--- config.mk ---
export PLATFORM = sky130hd
export DESIGN_NAME = pmio_ports
export DESIGN_NICKNAME = d
export VERILOG_FILES = /design/src/design/pmio_pkg.sv /design/src/design/pmio_sync_deb.sv /design/src/design/pmio_ports.sv
export VERILOG_INCLUDE_DIRS = /design/src /design/src/design
export SDC_FILE = /design/constraint.sdc
export NUM_CORES = 1
export LEC_CHECK = 0
export BUFFER_PORTS_ARGS = -buffer_cell sky130_fd_sc_hd__buf_2
export CORE_ASPECT_RATIO = 1.75
export CORE_UTILIZATION = 35
export DETAILED_ROUTE_END_ITERATION = 8
export GPL_TIMING_DRIVEN = 0
export MAX_ROUTING_LAYER = met4
export SYNTH_ARGS = -nofsm -noshare
export SYNTH_HDL_FRONTEND = slang
export SYNTH_SLANG_ARGS = --single-unit
export TNS_END_PERCENT = 100
--- constraint.sdc ---
create_clock -name ref_clk -period 3.74 [get_ports ref_clk]
set_clock_uncertainty 0.15 [all_clocks]
set_input_delay 0.187 -clock ref_clk [delete_from_list [all_inputs] [get_ports ref_clk]]
set_output_delay 0.187 -clock ref_clk [all_outputs]
set_load 0.005 [all_outputs]
--- src/design/pmio_params.svh ---
// constants for the power manager io port control logic
// included by the package user modules; no code here
`ifndef PMIO_PARAMS_SVH
`define PMIO_PARAMS_SVH
`define PMIO_CLK_HZ 10000000
`define PMIO_KEY_PRESS_MS 2000
`define PMIO_LONG_PRESS_SHUTDOWN_TIME_MS 1000
`define PMIO_ARM_WAIT_MS 1000
`define PMIO_MONITOR_RESET_EN_MS 1
`define PMIO_RST_MIN_MS 1
`define PMIO_RST_MAX_MS 1000
`define PMIO_CYC_PER_MS (`PMIO_CLK_HZ / 1000)
`define PMIO_DEB_CYCLES 16
`define PMIO_MODE_EDGE 2'h0
`define PMIO_MODE_LOCK 2'h1
`define PMIO_MODE_OFF 2'h2
`define PMIO_MODE_STBY 2'h3
`define PMIO_TRG_WAKE 2'h0
`define PMIO_TRG_SYSUP 2'h1
`define PMIO_TRG_PWRUP 2'h2
`define PMIO_TRG_LEAVE 2'h3
`endif

--- src/design/pmio_pkg.sv ---
// types shared by the power manager io port logic
// assumes pmio_params.svh is on the include path
`include "pmio_params.svh"
package pmio_pkg;
	typedef enum logic [3:0] {
		PMIO_ARM_IDLE = 4'h1,
		PMIO_ARM_WAIT = 4'h2,
		PMIO_ARM_SHUT = 4'h4,
		PMIO_ARM_DONE = 4'h8
	} pmio_arm_e;
	typedef struct packed {
		logic [1:0] power_key_mode_sel;
		logic power_key_irq_mask;
		logic charger_wake_mask;
		logic long_press_shutdown_en;
		logic dual_pin_shutdown_en;
		logic host_shutdown_fast_sel;
		logic key_shutdown_fast_sel;
		logic soft_reset_sel;
		logic monitor_reset_en;
		logic sys_pin_function;
		logic sys_pin_polarity;
		logic sys_pin_wake_en;
		logic output_driver_type;
		logic [1:0] reset_trigger_sel;
	} pmio_cfg_s;
	typedef struct packed {
		logic deep_off_state;
		logic shipping_state;
		logic active_state;
		logic sequencer_busy;
		logic otp_configured;
		logic regulator_out_of_range;
		logic external_wake_indication;
		logic system_domain_up;
		logic power_domain_up;
		logic leaving_reset_state;
	} pmio_sys_s;
endpackage

--- src/design/pmio_sync_deb.sv ---
// two-flop synchroniser followed by a level debouncer
// assumes the input is asynchronous to clk
`timescale 1ns/1ps
`default_nettype none
module pmio_sync_deb #(
	parameter int DEB_CYCLES = 16,
	parameter logic RESET_LEVEL = 1'b1
) (
	input wire logic ref_clk,
	input wire logic reset,
	input wire logic pin_in,
	output logic sync_out,
	output logic deb_out
);
	localparam int CW = $clog2(DEB_CYCLES + 1);
	logic meta_ff;
	logic sync_ff;
	logic deb_ff;
	logic [CW-1:0] cnt_ff;
	// meta_ff is read only by sync_ff
	always_ff @(posedge ref_clk)
	begin
		if (reset)
		begin
			meta_ff <= RESET_LEVEL;
			sync_ff <= RESET_LEVEL;
		end
		else
		begin
			meta_ff <= pin_in;
			sync_ff <= meta_ff;
		end
	end
	always_ff @(posedge ref_clk)
	begin
		if (reset)
		begin
			deb_ff <= RESET_LEVEL;
			cnt_ff <= '0;
		end
		else if (sync_ff == deb_ff)
			cnt_ff <= '0;
		else if (cnt_ff == CW'(DEB_CYCLES - 1))
		begin
			deb_ff <= sync_ff;
			cnt_ff <= '0;
		end
		else
			cnt_ff <= cnt_ff + 1'b1;
	end
	assign sync_out = sync_ff;
	assign deb_out = deb_ff;
endmodule
`default_nettype wire

--- src/design/pmio_ports.sv ---
// power manager io port control: power key, charger wake, hardware
// shutdown inputs, reset output timer and system enable pin
// assumes a 10 MHz ref_clk and that the sequencer reports its state
`timescale 1ns/1ps
`default_nettype none
module pmio_ports
	import pmio_pkg::*;
#(
	parameter int KEY_PRESS_CYC = `PMIO_KEY_PRESS_MS * `PMIO_CYC_PER_MS,
	parameter int LONG_PRESS_SHUTDOWN_TIME_CYC = `PMIO_LONG_PRESS_SHUTDOWN_TIME_MS * `PMIO_CYC_PER_MS,
	parameter int ARM_WAIT_CYC = `PMIO_ARM_WAIT_MS * `PMIO_CYC_PER_MS,
	parameter int MONITOR_RESET_EN_CYC = `PMIO_MONITOR_RESET_EN_MS * `PMIO_CYC_PER_MS,
	parameter int RST_MAX_CYC = `PMIO_RST_MAX_MS * `PMIO_CYC_PER_MS,
	parameter int DEB_CYCLES = `PMIO_DEB_CYCLES
) (
	input wire logic ref_clk,
	input wire logic reset,
	input wire pmio_pkg::pmio_cfg_s cfg,
	input wire pmio_pkg::pmio_sys_s sys,
	input wire logic [31:0] reset_release_cycles,
	input wire logic power_key_n,
	input wire logic charger_wakeup_in,
	input wire logic emergency_off_in_n,
	input wire logic host_shutdown_in_n,
	input wire logic dual_pin_a_n,
	input wire logic dual_pin_b_n,
	input wire logic system_enable_pin,
	input wire logic key_lock_clear,
	input wire logic key_reset_clear,
	input wire logic shutdown_fault_clear,
	input wire logic sw_system_enable_wr,
	input wire logic sw_system_enable_val,
	input wire logic interrupt_req_n,
	output logic power_key_level,
	output logic power_key_event,
	output logic power_key_irq,
	output logic charger_wake_event,
	output logic charger_wake_irq,
	output logic sys_pin_irq,
	output logic wakeup_req,
	output logic shipping_exit,
	output logic key_lock,
	output logic system_domain_en,
	output logic standby_req,
	output logic shutdown_fault,
	output logic key_reset_fault,
	output logic nmi_req,
	output logic fast_shutdown_req,
	output logic seq_shutdown_req,
	output logic seq_shutdown_fast,
	output logic sys_power_down_req,
	output logic reset_out_n_o,
	output logic reset_out_n_oe,
	output logic interrupt_out_n_o,
	output logic interrupt_out_n_oe,
	output logic pm_ports_oe
);
	localparam int KCW = 32;
	logic key_deb;
	logic chg_sync;
	logic chg_dly_ff;
	logic off_sync;
	logic off_unused;
	logic hsd_deb;
	logic dpa_deb;
	logic dpb_deb;
	logic sys_sync;
	logic sys_deb;
	logic key_dly_ff;
	logic sys_act_dly_ff;
	logic [KCW-1:0] press_cnt_ff;
	logic long_seen_ff;
	logic [KCW-1:0] dual_cnt_ff;
	logic [KCW-1:0] arm_cnt_ff;
	logic [KCW-1:0] rst_cnt_ff;
	logic [KCW-1:0] mon_cnt_ff;
	logic rst_hold_ff;
	logic rst_run_ff;
	logic long_off_ff;
	pmio_arm_e arm_ff;
	pmio_arm_e nxt_arm;

	// each async pin goes through two flops before any logic
	pmio_sync_deb #(.DEB_CYCLES(DEB_CYCLES), .RESET_LEVEL(1'b1)) u_key
	(
		.ref_clk(ref_clk), .reset(reset), .pin_in(power_key_n),
		.sync_out(), .deb_out(key_deb)
	);
	pmio_sync_deb #(.DEB_CYCLES(DEB_CYCLES), .RESET_LEVEL(1'b0)) u_chg
	(
		.ref_clk(ref_clk), .reset(reset), .pin_in(charger_wakeup_in),
		.sync_out(chg_sync), .deb_out()
	);
	// emergency off is used undebounced, only synchronised
	pmio_sync_deb #(.DEB_CYCLES(DEB_CYCLES), .RESET_LEVEL(1'b1)) u_off
	(
		.ref_clk(ref_clk), .reset(reset), .pin_in(emergency_off_in_n),
		.sync_out(off_sync), .deb_out(off_unused)
	);
	pmio_sync_deb #(.DEB_CYCLES(DEB_CYCLES), .RESET_LEVEL(1'b1)) u_hsd
	(
		.ref_clk(ref_clk), .reset(reset), .pin_in(host_shutdown_in_n),
		.sync_out(), .deb_out(hsd_deb)
	);
	pmio_sync_deb #(.DEB_CYCLES(DEB_CYCLES), .RESET_LEVEL(1'b1)) u_dpa
	(
		.ref_clk(ref_clk), .reset(reset), .pin_in(dual_pin_a_n),
		.sync_out(), .deb_out(dpa_deb)
	);
	pmio_sync_deb #(.DEB_CYCLES(DEB_CYCLES), .RESET_LEVEL(1'b1)) u_dpb
	(
		.ref_clk(ref_clk), .reset(reset), .pin_in(dual_pin_b_n),
		.sync_out(), .deb_out(dpb_deb)
	);
	pmio_sync_deb #(.DEB_CYCLES(DEB_CYCLES), .RESET_LEVEL(1'b0)) u_sys
	(
		.ref_clk(ref_clk), .reset(reset), .pin_in(system_enable_pin),
		.sync_out(sys_sync), .deb_out(sys_deb)
	);

	logic key_on;
	logic key_fall;
	logic key_rise;
	logic chg_rise;
	logic sys_act;
	logic sys_assert;
	logic sys_release;
	logic long_hit;
	logic short_rel;
	logic key_sd_hit;
	logic dual_low;
	logic dual_hit;
	logic ev_key;
	logic key_wake;
	logic rst_trig;
	logic seq_idle;
	logic mode00;

	assign key_on = ~key_deb;
	assign key_fall = key_on & key_dly_ff;
	assign key_rise = ~key_on & ~key_dly_ff;
	assign chg_rise = chg_sync & ~chg_dly_ff;
	assign sys_act = sys_deb ^ cfg.sys_pin_polarity;
	assign sys_assert = cfg.sys_pin_function & sys_act & ~sys_act_dly_ff;
	assign sys_release = cfg.sys_pin_function & ~sys_act & sys_act_dly_ff;
	assign seq_idle = ~sys.sequencer_busy;
	assign mode00 = cfg.power_key_mode_sel == `PMIO_MODE_EDGE;
	assign long_hit = key_on & (press_cnt_ff == KCW'(KEY_PRESS_CYC - 1));
	assign short_rel = key_rise & ~long_seen_ff;
	assign key_sd_hit = key_on &
		(press_cnt_ff == KCW'(KEY_PRESS_CYC + LONG_PRESS_SHUTDOWN_TIME_CYC - 1));
	assign dual_low = ~dpa_deb & ~dpb_deb;
	assign dual_hit = dual_low &
		(dual_cnt_ff == KCW'(KEY_PRESS_CYC + LONG_PRESS_SHUTDOWN_TIME_CYC - 1));
	// shipping state swallows key events
	assign ev_key = ~sys.shipping_state &
		(mode00 ? key_fall : (short_rel | long_hit));
	// lock lets only a long press wake mask ignored off mode 00
	assign key_wake = sys.deep_off_state &
		(key_lock ? long_hit : ev_key) &
		(~mode00 | ~cfg.power_key_irq_mask);

	// edge history
	always_ff @(posedge ref_clk)
	begin
		if (reset)
		begin
			// idle key is released, so no false release edge after reset
			key_dly_ff <= 1'b1;
			chg_dly_ff <= 1'b0;
			sys_act_dly_ff <= 1'b0;
		end
		else
		begin
			key_dly_ff <= ~key_on;
			chg_dly_ff <= chg_sync;
			sys_act_dly_ff <= sys_act;
		end
	end

	// press timers count from debounced press, clear to zero on release
	always_ff @(posedge ref_clk)
	begin
		if (reset | ~key_on)
			press_cnt_ff <= '0;
		else if (press_cnt_ff != '1)
			press_cnt_ff <= press_cnt_ff + 1'b1;
	end
	always_ff @(posedge ref_clk)
	begin
		if (reset | ~dual_low)
			dual_cnt_ff <= '0;
		else if (dual_cnt_ff != '1)
			dual_cnt_ff <= dual_cnt_ff + 1'b1;
	end
	always_ff @(posedge ref_clk)
	begin
		if (reset | key_fall)
			long_seen_ff <= 1'b0;
		else if (long_hit)
			long_seen_ff <= 1'b1;
	end

	// key status, events and wake requests
	always_ff @(posedge ref_clk)
	begin
		if (reset)
		begin
			power_key_level <= 1'b0;
			power_key_event <= 1'b0;
			power_key_irq <= 1'b0;
			charger_wake_event <= 1'b0;
			charger_wake_irq <= 1'b0;
			sys_pin_irq <= 1'b0;
			wakeup_req <= 1'b0;
			shipping_exit <= 1'b0;
		end
		else
		begin
			power_key_level <= key_on;
			power_key_event <= ev_key;
			power_key_irq <= ev_key & ~cfg.power_key_irq_mask;
			charger_wake_event <= chg_rise & ~sys.shipping_state;
			charger_wake_irq <= chg_rise & ~sys.shipping_state &
				~cfg.charger_wake_mask;
			sys_pin_irq <= sys_assert & seq_idle;
			wakeup_req <= key_wake |
				(sys.deep_off_state & chg_rise & ~cfg.charger_wake_mask) |
				(sys.deep_off_state & sys_assert & seq_idle &
				cfg.sys_pin_wake_en);
			shipping_exit <= sys.shipping_state &
				(key_fall | chg_rise);
		end
	end

	// key lock: set wins over host clear
	always_ff @(posedge ref_clk)
	begin
		if (reset)
			key_lock <= 1'b0;
		else if (~sys.shipping_state & ~mode00 & long_hit)
			key_lock <= 1'b1;
		else if (key_lock_clear)
			key_lock <= 1'b0;
		else if (sys.deep_off_state & wakeup_req)
			key_lock <= 1'b0;
	end

	// system domain enable and standby
	always_ff @(posedge ref_clk)
	begin
		if (reset)
		begin
			system_domain_en <= 1'b0;
			standby_req <= 1'b0;
			long_off_ff <= 1'b0;
			sys_power_down_req <= 1'b0;
		end
		else
		begin
			sys_power_down_req <= 1'b0;
			if (sys.shipping_state)
				standby_req <= standby_req;
			else if (long_off_ff & key_fall)
			begin
				system_domain_en <= 1'b1;
				standby_req <= 1'b0;
				long_off_ff <= 1'b0;
			end
			else if (long_hit & (cfg.power_key_mode_sel ==
				`PMIO_MODE_OFF || cfg.power_key_mode_sel ==
				`PMIO_MODE_STBY))
			begin
				system_domain_en <= 1'b0;
				standby_req <= 1'b0;
				long_off_ff <= 1'b1;
				sys_power_down_req <= 1'b1;
			end
			else if (short_rel &
				(cfg.power_key_mode_sel == `PMIO_MODE_STBY))
			begin
				system_domain_en <= 1'b0;
				standby_req <= 1'b1;
				sys_power_down_req <= 1'b1;
			end
			else if (seq_idle)
			begin
				if (sys_assert)
					system_domain_en <= 1'b1;
				else if (sys_release)
				begin
					system_domain_en <= 1'b0;
					sys_power_down_req <= 1'b1;
				end
				else if (sw_system_enable_wr)
				begin
					system_domain_en <= sw_system_enable_val;
					sys_power_down_req <= ~sw_system_enable_val;
				end
			end
		end
	end

	// armed long-press reset
	always_comb
	begin
		nxt_arm = arm_ff;
		case (arm_ff)
			PMIO_ARM_IDLE:
				if ((cfg.long_press_shutdown_en & key_sd_hit) |
					(cfg.dual_pin_shutdown_en & dual_hit))
					nxt_arm = PMIO_ARM_WAIT;
			PMIO_ARM_WAIT:
				if (key_reset_clear)
					nxt_arm = PMIO_ARM_IDLE;
				else if (arm_cnt_ff == KCW'(ARM_WAIT_CYC - 1))
					nxt_arm = PMIO_ARM_SHUT;
			PMIO_ARM_SHUT:
				nxt_arm = PMIO_ARM_DONE;
			PMIO_ARM_DONE:
				if (sys.leaving_reset_state)
					nxt_arm = PMIO_ARM_IDLE;
			default:
				nxt_arm = PMIO_ARM_IDLE;
		endcase
	end
	always_ff @(posedge ref_clk)
	begin
		if (reset)
			arm_ff <= PMIO_ARM_IDLE;
		else
			arm_ff <= nxt_arm;
	end
	always_ff @(posedge ref_clk)
	begin
		if (reset | (arm_ff != PMIO_ARM_WAIT))
			arm_cnt_ff <= '0;
		else
			arm_cnt_ff <= arm_cnt_ff + 1'b1;
	end

	// faults and shutdown requests; a set beats a clear
	always_ff @(posedge ref_clk)
	begin
		if (reset)
		begin
			shutdown_fault <= 1'b0;
			key_reset_fault <= 1'b0;
			nmi_req <= 1'b0;
			fast_shutdown_req <= 1'b0;
			seq_shutdown_req <= 1'b0;
			seq_shutdown_fast <= 1'b0;
		end
		else
		begin
			fast_shutdown_req <= ~off_sync;
			seq_shutdown_req <= ~hsd_deb | (arm_ff == PMIO_ARM_SHUT);
			seq_shutdown_fast <= (~hsd_deb & cfg.host_shutdown_fast_sel) |
				((arm_ff == PMIO_ARM_SHUT) &
				cfg.key_shutdown_fast_sel);
			if (~off_sync | ~hsd_deb)
				shutdown_fault <= 1'b1;
			else if (shutdown_fault_clear)
				shutdown_fault <= 1'b0;
			if (nxt_arm == PMIO_ARM_WAIT && arm_ff == PMIO_ARM_IDLE)
				key_reset_fault <= 1'b1;
			else if (key_reset_clear)
				key_reset_fault <= 1'b0;
			nmi_req <= nxt_arm == PMIO_ARM_WAIT &&
				arm_ff == PMIO_ARM_IDLE;
		end
	end

	// reset output hold and release timer
	assign rst_trig =
		(cfg.reset_trigger_sel == `PMIO_TRG_WAKE) ?
			sys.external_wake_indication :
		(cfg.reset_trigger_sel == `PMIO_TRG_SYSUP) ?
			sys.system_domain_up :
		(cfg.reset_trigger_sel == `PMIO_TRG_PWRUP) ?
			sys.power_domain_up : sys.leaving_reset_state;
	always_ff @(posedge ref_clk)
	begin
		if (reset)
			mon_cnt_ff <= '0;
		else if (cfg.monitor_reset_en & sys.regulator_out_of_range)
			mon_cnt_ff <= KCW'(MONITOR_RESET_EN_CYC);
		else if (mon_cnt_ff != '0)
			mon_cnt_ff <= mon_cnt_ff - 1'b1;
	end
	always_ff @(posedge ref_clk)
	begin
		if (reset)
		begin
			rst_hold_ff <= 1'b1;
			rst_run_ff <= 1'b0;
			rst_cnt_ff <= '0;
		end
		else if (sys.shipping_state | ~off_sync | ~hsd_deb |
			(arm_ff == PMIO_ARM_SHUT) | (mon_cnt_ff != '0) |
			(cfg.soft_reset_sel & sys_release & seq_idle))
		begin
			rst_hold_ff <= 1'b1;
			rst_run_ff <= 1'b0;
			rst_cnt_ff <= '0;
		end
		else if (rst_hold_ff & ~rst_run_ff & rst_trig)
			rst_run_ff <= 1'b1;
		else if (rst_run_ff)
		begin
			if (rst_cnt_ff >= reset_release_cycles ||
				rst_cnt_ff >= KCW'(RST_MAX_CYC - 1))
			begin
				rst_hold_ff <= 1'b0;
				rst_run_ff <= 1'b0;
			end
			else
				rst_cnt_ff <= rst_cnt_ff + 1'b1;
		end
	end

	// pin drivers: out of reset, open drain drives only the low level
	always_ff @(posedge ref_clk)
	begin
		if (reset)
		begin
			reset_out_n_o <= 1'b0;
			reset_out_n_oe <= 1'b1;
			interrupt_out_n_o <= 1'b1;
			interrupt_out_n_oe <= 1'b1;
			pm_ports_oe <= 1'b0;
		end
		else
		begin
			reset_out_n_o <= ~rst_hold_ff;
			reset_out_n_oe <= ~cfg.output_driver_type | rst_hold_ff;
			interrupt_out_n_o <= interrupt_req_n;
			interrupt_out_n_oe <= ~cfg.output_driver_type |
				~interrupt_req_n;
			pm_ports_oe <= sys.otp_configured;
		end
	end
endmodule
`default_nettype wire

# == After elaboration in Yosys (flattened, before gate mapping) ==
# Index checks and enable logic that the tools add are counted.
# totals
ff_bits,238
latch_bits,0
ram_bits,0
rom_bits,0
in_bits,73
memories,0
# op_classes
n_addsub,10
multipliers,0
div_mod_pow,0
magnitude_cmp,2
n_eq_ne,27
shift,0
muxes,40
n_bitwise,89
reduce_logical,31
# ops
cell,n
adder 32 x 1 -> 32 bit (second input constant),4
equality test 32 x 25 -> 1 bit (second input constant),3
inequality test 32 bit (second input constant),2
AND 1 bit,40
2-to-1 mux 1 bit,33
equality test 32 x 24 -> 1 bit (second input constant),1
greater-or-equal comparator 32 x 24 -> 1 bit (second input constant),1
greater-or-equal comparator 32 bit,1
nonzero test 32 bit,1
subtractor 32 x 1 -> 32 bit (second input constant),1
2-to-1 mux 14 bit,2
inverter 1 bit,28
adder 5 x 1 -> 5 bit (second input constant),5
equality test 5 x 4 -> 1 bit (second input constant),5
bitwise OR 1 bit,20
OR reduction 3 bit,6
2-to-1 mux 4 bit,4
one-hot mux 4 bit (4 select lines),1
AND reduction 2 bit,7
AND reduction 3 bit,3
equality test 4 x 2 -> 1 bit (second input constant),2
nonzero test 2 bit,4
equality test 2 bit (second input constant),3
nonzero test 3 bit,2
other kinds (13),20

# == Depth between registers and ports, before layout ==
# Gate-level depths: netlist of the first run.
# depth
ltp_word,11
depth_mapped,11
depth_no_buf,9

# == Modules after synthesis ==
# Synthesis of the first run repeated with hierarchy kept, for this count alone.
# hier_totals
hier_cells,1311
hier_area_um2,11362.1
# by_module_without_submodules
mod,instances,cells_each,area_each_um2,seq_area_each_um2
pmio_ports,1,1122,9344.0,3883.7
pmio_sync_deb (u_dpa ...),5,27,289.0,160.2
pmio_sync_deb (u_chg ...),2,27,286.5,160.2

# == Worst setup path after synthesis of the first run ==
# OpenSTA, ideal clock, no wires.
# synth_timing
path_type,reg2reg
start,reg rst_cnt_ff[29]
end,reg rst_cnt_ff[21]
setup_time_ns,0.070
arrival_ns,2.447
t_required_ns,3.520
slack_ns,1.074
path_stages_with_launch,9
path_buffers,1
cell_sequence,dfxtp_1 > ha_1 > a21oi_1 > o211ai_1 > or4_4 > a211o_4 > buf_6 > or4_1 > a21oi_1
# synth_between
elab_chain_len,4
# synth_rtl
element,line_no,text
start: declaration,pmio_ports.sv:75,logic [KCW-1:0] rst_cnt_ff;
start signal: assignment,pmio_ports.sv:418,rst_cnt_ff <= rst_cnt_ff + 1'b1;
greater-or-equal comparator 32 bit / greater-or-equal comparator 32 x 24 -> 1 bit (equally long branches),"pmio_ports.sv:411, pmio_ports.sv:412",
logical OR 1 bit (*),pmio_ports.sv:411,if (rst_cnt_ff >= reset_release_cycles ||
inverter 1 bit (no line) (*),-,
AND reduction 3 bit (no line) (*),-,
# Mark *: on every way between the ends. The rest lies on a longest branch, timed or not.
# A chain may end at the register's enable or synchronous reset.

# == Final worst setup path of the first run ==
# layout_timing
start,reg rst_cnt_ff[31]
end,reg rst_cnt_ff[22]
# The elaborated chain is that of the path after synthesis.

==> reports/results.ini, run 1 <==
[floorplanning]
top_level_ports = 96
rows = 86
dieArea_um2 = 32600
die_h_um = 238
core_um2 = 31400
start_util_pct = 35.5
die_x_um = 137

[placed_design]
port_buffers = 94
place_congestion = 0.893
hpwlAfterDp_mm = 20.5
dp_slack_ns = 0.400

[job]
drv_cap = 0

[clocking]
htreeDepth = 1
numClockSinks = 238
clkLatencyLatePin_ns = 0.54
clk_path_buf_depth = 3
numCtsBuffers = 24
hold_buffers = 35
cts_tree = yes
cts.repair.resized = 0
postCtsSetupBuffers = 0
clk_pin_slew_worst_paths_ns = 0.06
cts-root-buf = clkbuf_16

[sta]
layout_min_cycle_time_ns = 3.45
relSlewSlack_pct = 44.7
hold_viol_final = 0
rsz0062_at_grt = false
tns_ns = 0
fin_crit_sh_pct = 92.3
setup_viol = 0
clock.fmax_ghz = 0.290
maxSlewViolCount = 0
setup_ws_ns = 0.290
worst_slew_pin_slew_ns = 0.822

[hold_path]
hold_class = in2reg
worstHoldStart = sys[1]

[final_layout]
fin_nets = 1555
antennaDiodeCount = 0
drive_above_1_share_pct = 12.0
syn2layout_area_growth_pct = 19.4

[synth]
synthXorXnorAreaFrac_pct = 9.03
synth_edf_count = 0
ys_seq_area_share_pct = 42.7
yosys_warnings = 0
synth_top_family_by_area = simple AND/OR/NAND/NOR gates
ys_seq_elements = 238
synth.area.top_cells = dfxtp_1 43%, nor2_1 6.1%, ha_1 5.3%
syn-num-nets = 1400
synth_compound_area_share_pct = 9.45
synthArstFlopShare_pct = 0
synth_top_cell_area_share_pct = 42.7
synth.distinct_cells = 62
synth-adder-area-share_pct = 5.27
synth_area_um2 = 11200
muxShareOfSynthArea_pct = 0.482
synth_ff_type = dfxtp_1
yosysTopAreaCell = dfxtp_1
yosys.area_share.simple_pct = 29.3
syn_avg_cell_area_um2 = 8.71
synth_cells = 1280

[power_and_ir_drop]
power.density_nw_per_um2 = 479
power_frac_comb_pct = 16.5
p_clk_share_pct = 39.8
seq_power_share_pct = 43.7
power.internal_mw = 4.64
swShare_pct = 27.2
ir_worst_vdd_mv = 0.311
switchingPower_mw = 1.74
p_leak_nw = 4.85

[detailed_routing]
drt_drc_violations_left = 0
dr_total_vias = 9696
ant_nets = 0
firstDrtPassIters = 5
drt-initial-drc-count = 406
via_per_inst = 5.24
drt-total-wl_mm = 27.5
wire_per_inst_um = 14.9

[setup_path]
crit_slowest_cell = nor4_1
reg2reg_from = rst_cnt_ff[31]
crit_fanout = 10
crit_path_end_kind = register
cp-startpoint = rst_cnt_ff[31]
critPathMaxStageDelay_ns = 0.68
cp_top_family = simple AND/OR/NAND/NOR gates
criticalPathCategory = reg2reg
path_cells = ha_1 > nand4_1 > nor4_1 > o211ai_1 > nand2_1 > clkbuf_1 > clkbuf_1 > o31ai_1 > a21oi_1
startpoint_type = register
critPathRequiredTime_ns = 4.06
crit_top_cell = clkbuf_1
path_buf_inv = 2
critPathArrivalTime_ns = 3.77

[status]
status = finished clean

[global_route]
antenna_found_initial = 0
grt_pass1_wl_mm = 46.0
grt_pass1_vias = 9659
groute.usage.overall_pct = 18.0
grt_max_degree = 15
grt_overflow_total = 0

## power by group through the flow
stage / sequential, mW / clock, mW / combinational [mW]
after floorplan: 2.81 / 0 / 0.818
after global placement: 2.84 / 0 / 1.02
after detailed placement: 2.84 / 0 / 1.03
after CTS: 2.79 / 2.60 / 1.06
after global routing: 2.81 / 2.71 / 1.20
final: 2.79 / 2.54 / 1.05
## cells in the final DEF, fill, tap and decap left out, types with 7 or more instances in the layout
cell,count
a21oi_1,80
and2_1,12
and3_1,27
and4_1,17
buf_2,94
clkbuf_1,36
clkbuf_16,24
dfxtp_1,238
dlygate4sd3_1,35
ha_1,47
inv_1,61
nand2_1,59
nand2b_1,15
nand3_1,62
nand4_1,45
nor2_1,182
nor2b_1,17
nor3_1,32
nor4_1,25
nor4b_1,7
o21ai_0,32
o31ai_1,23
or2_2,14
or3_1,32
or4_1,30
xnor2_1,57
xor2_1,58
## kinds of logic (layout without fill, tap and decap cells)
logic type / after synthesis / after routing
simple gates: 604 / 604
flops: 238 / 238
compound gates: 172 / 172
xor+xnor: 115 / 115
buf+inv: 100 / 273
fa+ha+maj: 47 / 47
mux: 4 / 4
## layout make-up
cell class,count,area (µm²)
clock buffer,33,684
fill,3145,18100
clock inverter,11,151
buffer,39,191
sequential,238,4760
tap,396,495
inverter,61,229
timing repair buffer,129,821
multi-input combinational,942,5970
## worst min-delay path: stages
cell	delay, ns
buf_2	0.07
mux4_2	0.23
a32oi_1	0.11
nor2_1	0.08
## per-layer routing
layer | GRT usage [%] | vias to the layer above | wire length (µm)
li1 | - | 4858 | -
met1 | 17.7 | 4569 | 10500
met2 | 33.9 | 202 | 15000
met3 | 2.15 | 67 | 929
met4 | 8.96 | 0 | 1060
met5 | - | - | 0
## flip-flops by register name (all words and copies together) (netlist names), 4 cells and up
name          cells
u_dpa.cnt_ff      5
press_cnt_ff     32
u_key.cnt_ff      5
u_hsd.cnt_ff      5
arm_ff            4
rst_cnt_ff       32
mon_cnt_ff       32
u_sys.cnt_ff      5
dual_cnt_ff      32
u_dpb.cnt_ff      5
arm_cnt_ff       32
## cell usage after synthesis (2+ instances only)
cell      count
nand2_1      59
nand2b_1     15
nor4_2        4
or4_4         3
xnor2_1      57
and2_1       12
and4_1       17
a31oi_1       3
or3_1        32
nand3_1      62
clkbuf_1     32
nor4_1       26
dfxtp_1     238
nor4b_1       7
ha_1         47
or2_2        14
nor3b_1       3
a211o_1       5
buf_6         6
nand3b_1      5
mux2i_1       2
nand4_1      45
nor2_1      182
o211ai_1      3
inv_1        61
xor2_1       58
a211oi_1      6
o21ai_0      32
o21bai_1      3
nor3_1       32
or3b_2        2
a21o_1        4
or4b_2        2
o31ai_1      23
or4_1        30
and3_1       27
nor2b_1      17
a21oi_1      80
## stage by stage
| step | instances | total power [mW] | instance area [µm²] | hold WS [ns] | utilization, % |
|---|---|---|---|---|---|
| 2_1_floorplan | 1280 | 3.63 | 11200 | 0.109 | - |
| 3_3_place_gp | 1770 | 3.85 | 12100 | 0.218 | 38.6 |
| 3_5_place_dp | 1770 | 3.88 | 12100 | 0.224 | 38.6 |
| 4_1_cts | 1849 | 6.46 | 13300 | 0.0162 | 42.3 |
| 5_1_grt | 1849 | 6.71 | 13300 | 0.0698 | 42.4 |
| 6_report | 1849 | 6.38 | 13300 | 0.0327 | 42.4 |
## worst paths after layout
path / to / slack, ns / cells after the start
setup / recovery: rst_cnt_ff[22] / 0.29 / 9
hold reg to reg: u_dpb.sync_out / 0.27 / 1
setup reg to reg: rst_cnt_ff[22] / 0.29 / 9
hold / removal: rst_run_ff / 0.03 / 4
Power figures use the tool's default switching activity.
==> run 2: changes to the inputs <==
CORE_MARGIN = 2   (was default)
REMOVE_ABC_BUFFERS = 1   (was default)
SYNTH_HIERARCHICAL = 1   (was default)
==> run 2 against run 1 <==
Against the previous run:
- sequential cell count stayed put
- utilization is 0.25 points lower
- total power is 3.2% lower
- global-route usage is 3.0 points lower
- fmax is 2.2% lower
- design area is 2.8% lower
- sequential share of layout area is 1.0 points higher
- worst hold slack better by 0.036 ns
- cell count is 2.9% lower
- wire length is 14% lower
==> reports/results.ini, run 2 <==
[clocking]
clk_pin_slew_worst_paths_ns = 0.06  ; about the same
clkLatencyLatePin_ns = 0.53  ; about the same
cts_tree = yes
htreeDepth = 1  ; unchanged
numCtsBuffers = 24  ; unchanged
numClockSinks = 238  ; unchanged
clk_path_buf_depth = 3  ; unchanged
cts-root-buf = clkbuf_16

[final_layout]
fin_nets = 1508  ; -3.0%
most-common-layout-cells = 238 x dfxtp_1, 192 x nor2_1, 94 x buf_2
nFillCells = 3038  ; -3.4%
drive_above_1_share_pct = 12.2  ; +0.20 points
syn2layout_area_growth_pct = 18.8
final_common_cell = dfxtp_1
antennaDiodeCount = 0  ; unchanged

[floorplanning]
rows = 85  ; -1.2%
core_um2 = 30700  ; -2.2%
start_util_pct = 35.4  ; -0.052 points
top_level_ports = 96  ; unchanged
die_h_um = 237  ; -0.32%
dieArea_um2 = 32600  ; about the same
die_x_um = 137  ; +0.31%

[sta]
hold_viol_final = 0  ; unchanged
clock.fmax_ghz = 0.284  ; -2.2%
rsz0062_at_grt = false
relSlewSlack_pct = 19.3  ; -25 points
setup_viol = 0  ; unchanged
worst_slew_pin_slew_ns = 1.21  ; +0.389 ns
maxSlewViolCount = 0  ; unchanged
layout_min_cycle_time_ns = 3.53  ; +0.0766 ns
whs_ns = 0.0685  ; +0.0358 ns
fin_crit_sh_pct = 94.3  ; +2.0 points

[detailed_routing]
wire_per_inst_um = 13.2  ; -11%
drt-total-wl_mm = 23.8  ; -14%
via_per_inst = 5.06  ; -3.6%
drt_drc_violations_left = 0  ; unchanged
firstDrtPassIters = 5  ; unchanged
ant_nets = 0  ; unchanged
drt-initial-drc-count = 336  ; -17%
dr_total_vias = 9079  ; -6.4%

[setup_path]
crit_path_end_kind = register
path_cells = ha_1 > a21o_1 > a221o_1 > a221o_1 > o311a_1 > or4b_4 > or4_1 > a21oi_1
startpoint_type = register
critPathMaxStageDelay_ns = 0.63  ; -0.05 ns
crit_fanout = 23  ; +13
crit_slowest_cell = or4b_4
critPathRequiredTime_ns = 4.05  ; about the same
criticalPathCategory = reg2reg
critPathArrivalTime_ns = 3.83  ; +0.06 ns
crit_top_cell = a221o_1

[power_and_ir_drop]
p_leak_nw = 4.81  ; -0.72%
ir_worst_vdd_mv = 0.382  ; +23%
power_mw = 6.17  ; -3.2%
power.density_nw_per_um2 = 477  ; -0.46%

[synth]
yosys_warnings = 6  ; +6
synth_area_um2 = 10900  ; -2.3%
syn_avg_cell_area_um2 = 8.61  ; -1.2%
synth_cells = 1265  ; -1.2%

[placed_design]
place_congestion = 0.841  ; -5.8%
port_buffers = 94  ; unchanged
hpwlAfterDp_mm = 16.6  ; -19%

[global_route]
grt_overflow_total = 0  ; unchanged
grt_pass1_vias = 8832  ; -8.6%
grt_pass1_wl_mm = 39.6  ; -14%
antenna_found_initial = 0  ; unchanged
groute.usage.overall_pct = 15.0  ; -3.0 points
grt_max_degree = 63  ; +48

[hold_path]
hold_class = in2reg

[status]
status = finished clean

[job]
drv_cap = 0  ; unchanged

-- run 2: changes by cell type in the layout (fill, tap and decap cells not counted), moves of 6 or more --
cell,before,now
or4_1,30,20
o31ai_1,23,12
clkbuf_1,36,3
buf_6,6,0
nand3_1,62,47
a21oi_1,80,71
nand2_1,59,87
nor2_1,182,192
nand4_1,45,33
-- run 2: path summary, 6_finish.rpt --
path | start | endpoint | slack, ns | depth (start not counted)
setup reg to reg | rst_cnt_ff[9] | rst_cnt_ff[13] | 0.21 | 8
hold reg to reg | u_dpa/meta_ff | u_dpa/sync_out | 0.26 | 1
hold / removal | sys[3] | rst_run_ff | 0.07 | 4
setup / recovery | rst_cnt_ff[9] | rst_cnt_ff[13] | 0.21 | 8
-- run 2: where the power goes --
group          switching [mW]  internal, mW
clock                    1.01          1.49
combinational           0.496         0.402
sequential              0.109          2.66
total                    1.62          4.56
-- run 2: area by class of cell --
| type | instances | area (µm²) | area share [%] |
|---|---|---|---|
| clock buffer | 31 | 678 | 5.24 |
| clock inverter | 12 | 146 | 1.13 |
| inverter | 66 | 248 | 1.91 |
| multi-input combinational | 925 | 5750 | 44.5 |
| sequential | 238 | 4760 | 36.8 |
| tap | 391 | 489 | 3.78 |
| timing repair buffer | 133 | 861 | 6.65 |
-- run 2: metal layers --
metal	part of all wire (%)	track usage, %	vias up
li1	-	-	4661
met4	3.5	6.65	0
met5	0	-	-
met2	53	27.9	140
met1	40	15.3	4223
met3	3.2	1.92	55
-- run 2: what timing repair did --
action | in CTS | in global routing
hold endpoints to repair | 36 | 0
pin swaps | 0 | 1
gates cloned | 0 | 1
setup endpoints to repair | 21 | 26
buffers inserted | 0 | 2
hold buffers | 36 | 0
gates resized for setup | 2 | 1
-- run 2: through the flow --
stage | setup WS (ns) | instances | area [µm²] | setup TNS [ns] | utilization, %
detailed placement | -0.389 | 1714 | 11700 | -5.98 | 38.1
finish | 0.213 | 1796 | 12900 | 0 | 42.1
floorplan | 0.0970 | 1228 | 10700 | 0 | -
global placement | -0.550 | 1713 | 11700 | -12.53 | 38.1
CTS | 0.0332 | 1793 | 12900 | 0 | 42.0
global route | 0.0689 | 1796 | 12900 | 0 | 42.1
-- run 2: worst max-delay path: cells and delay by family, from the launching register on --
kind,cells,cell delay (ns)
fa+ha+maj,1,0.29
flops,1,0.45
compound gates,5,1.39
simple gates,2,1.17
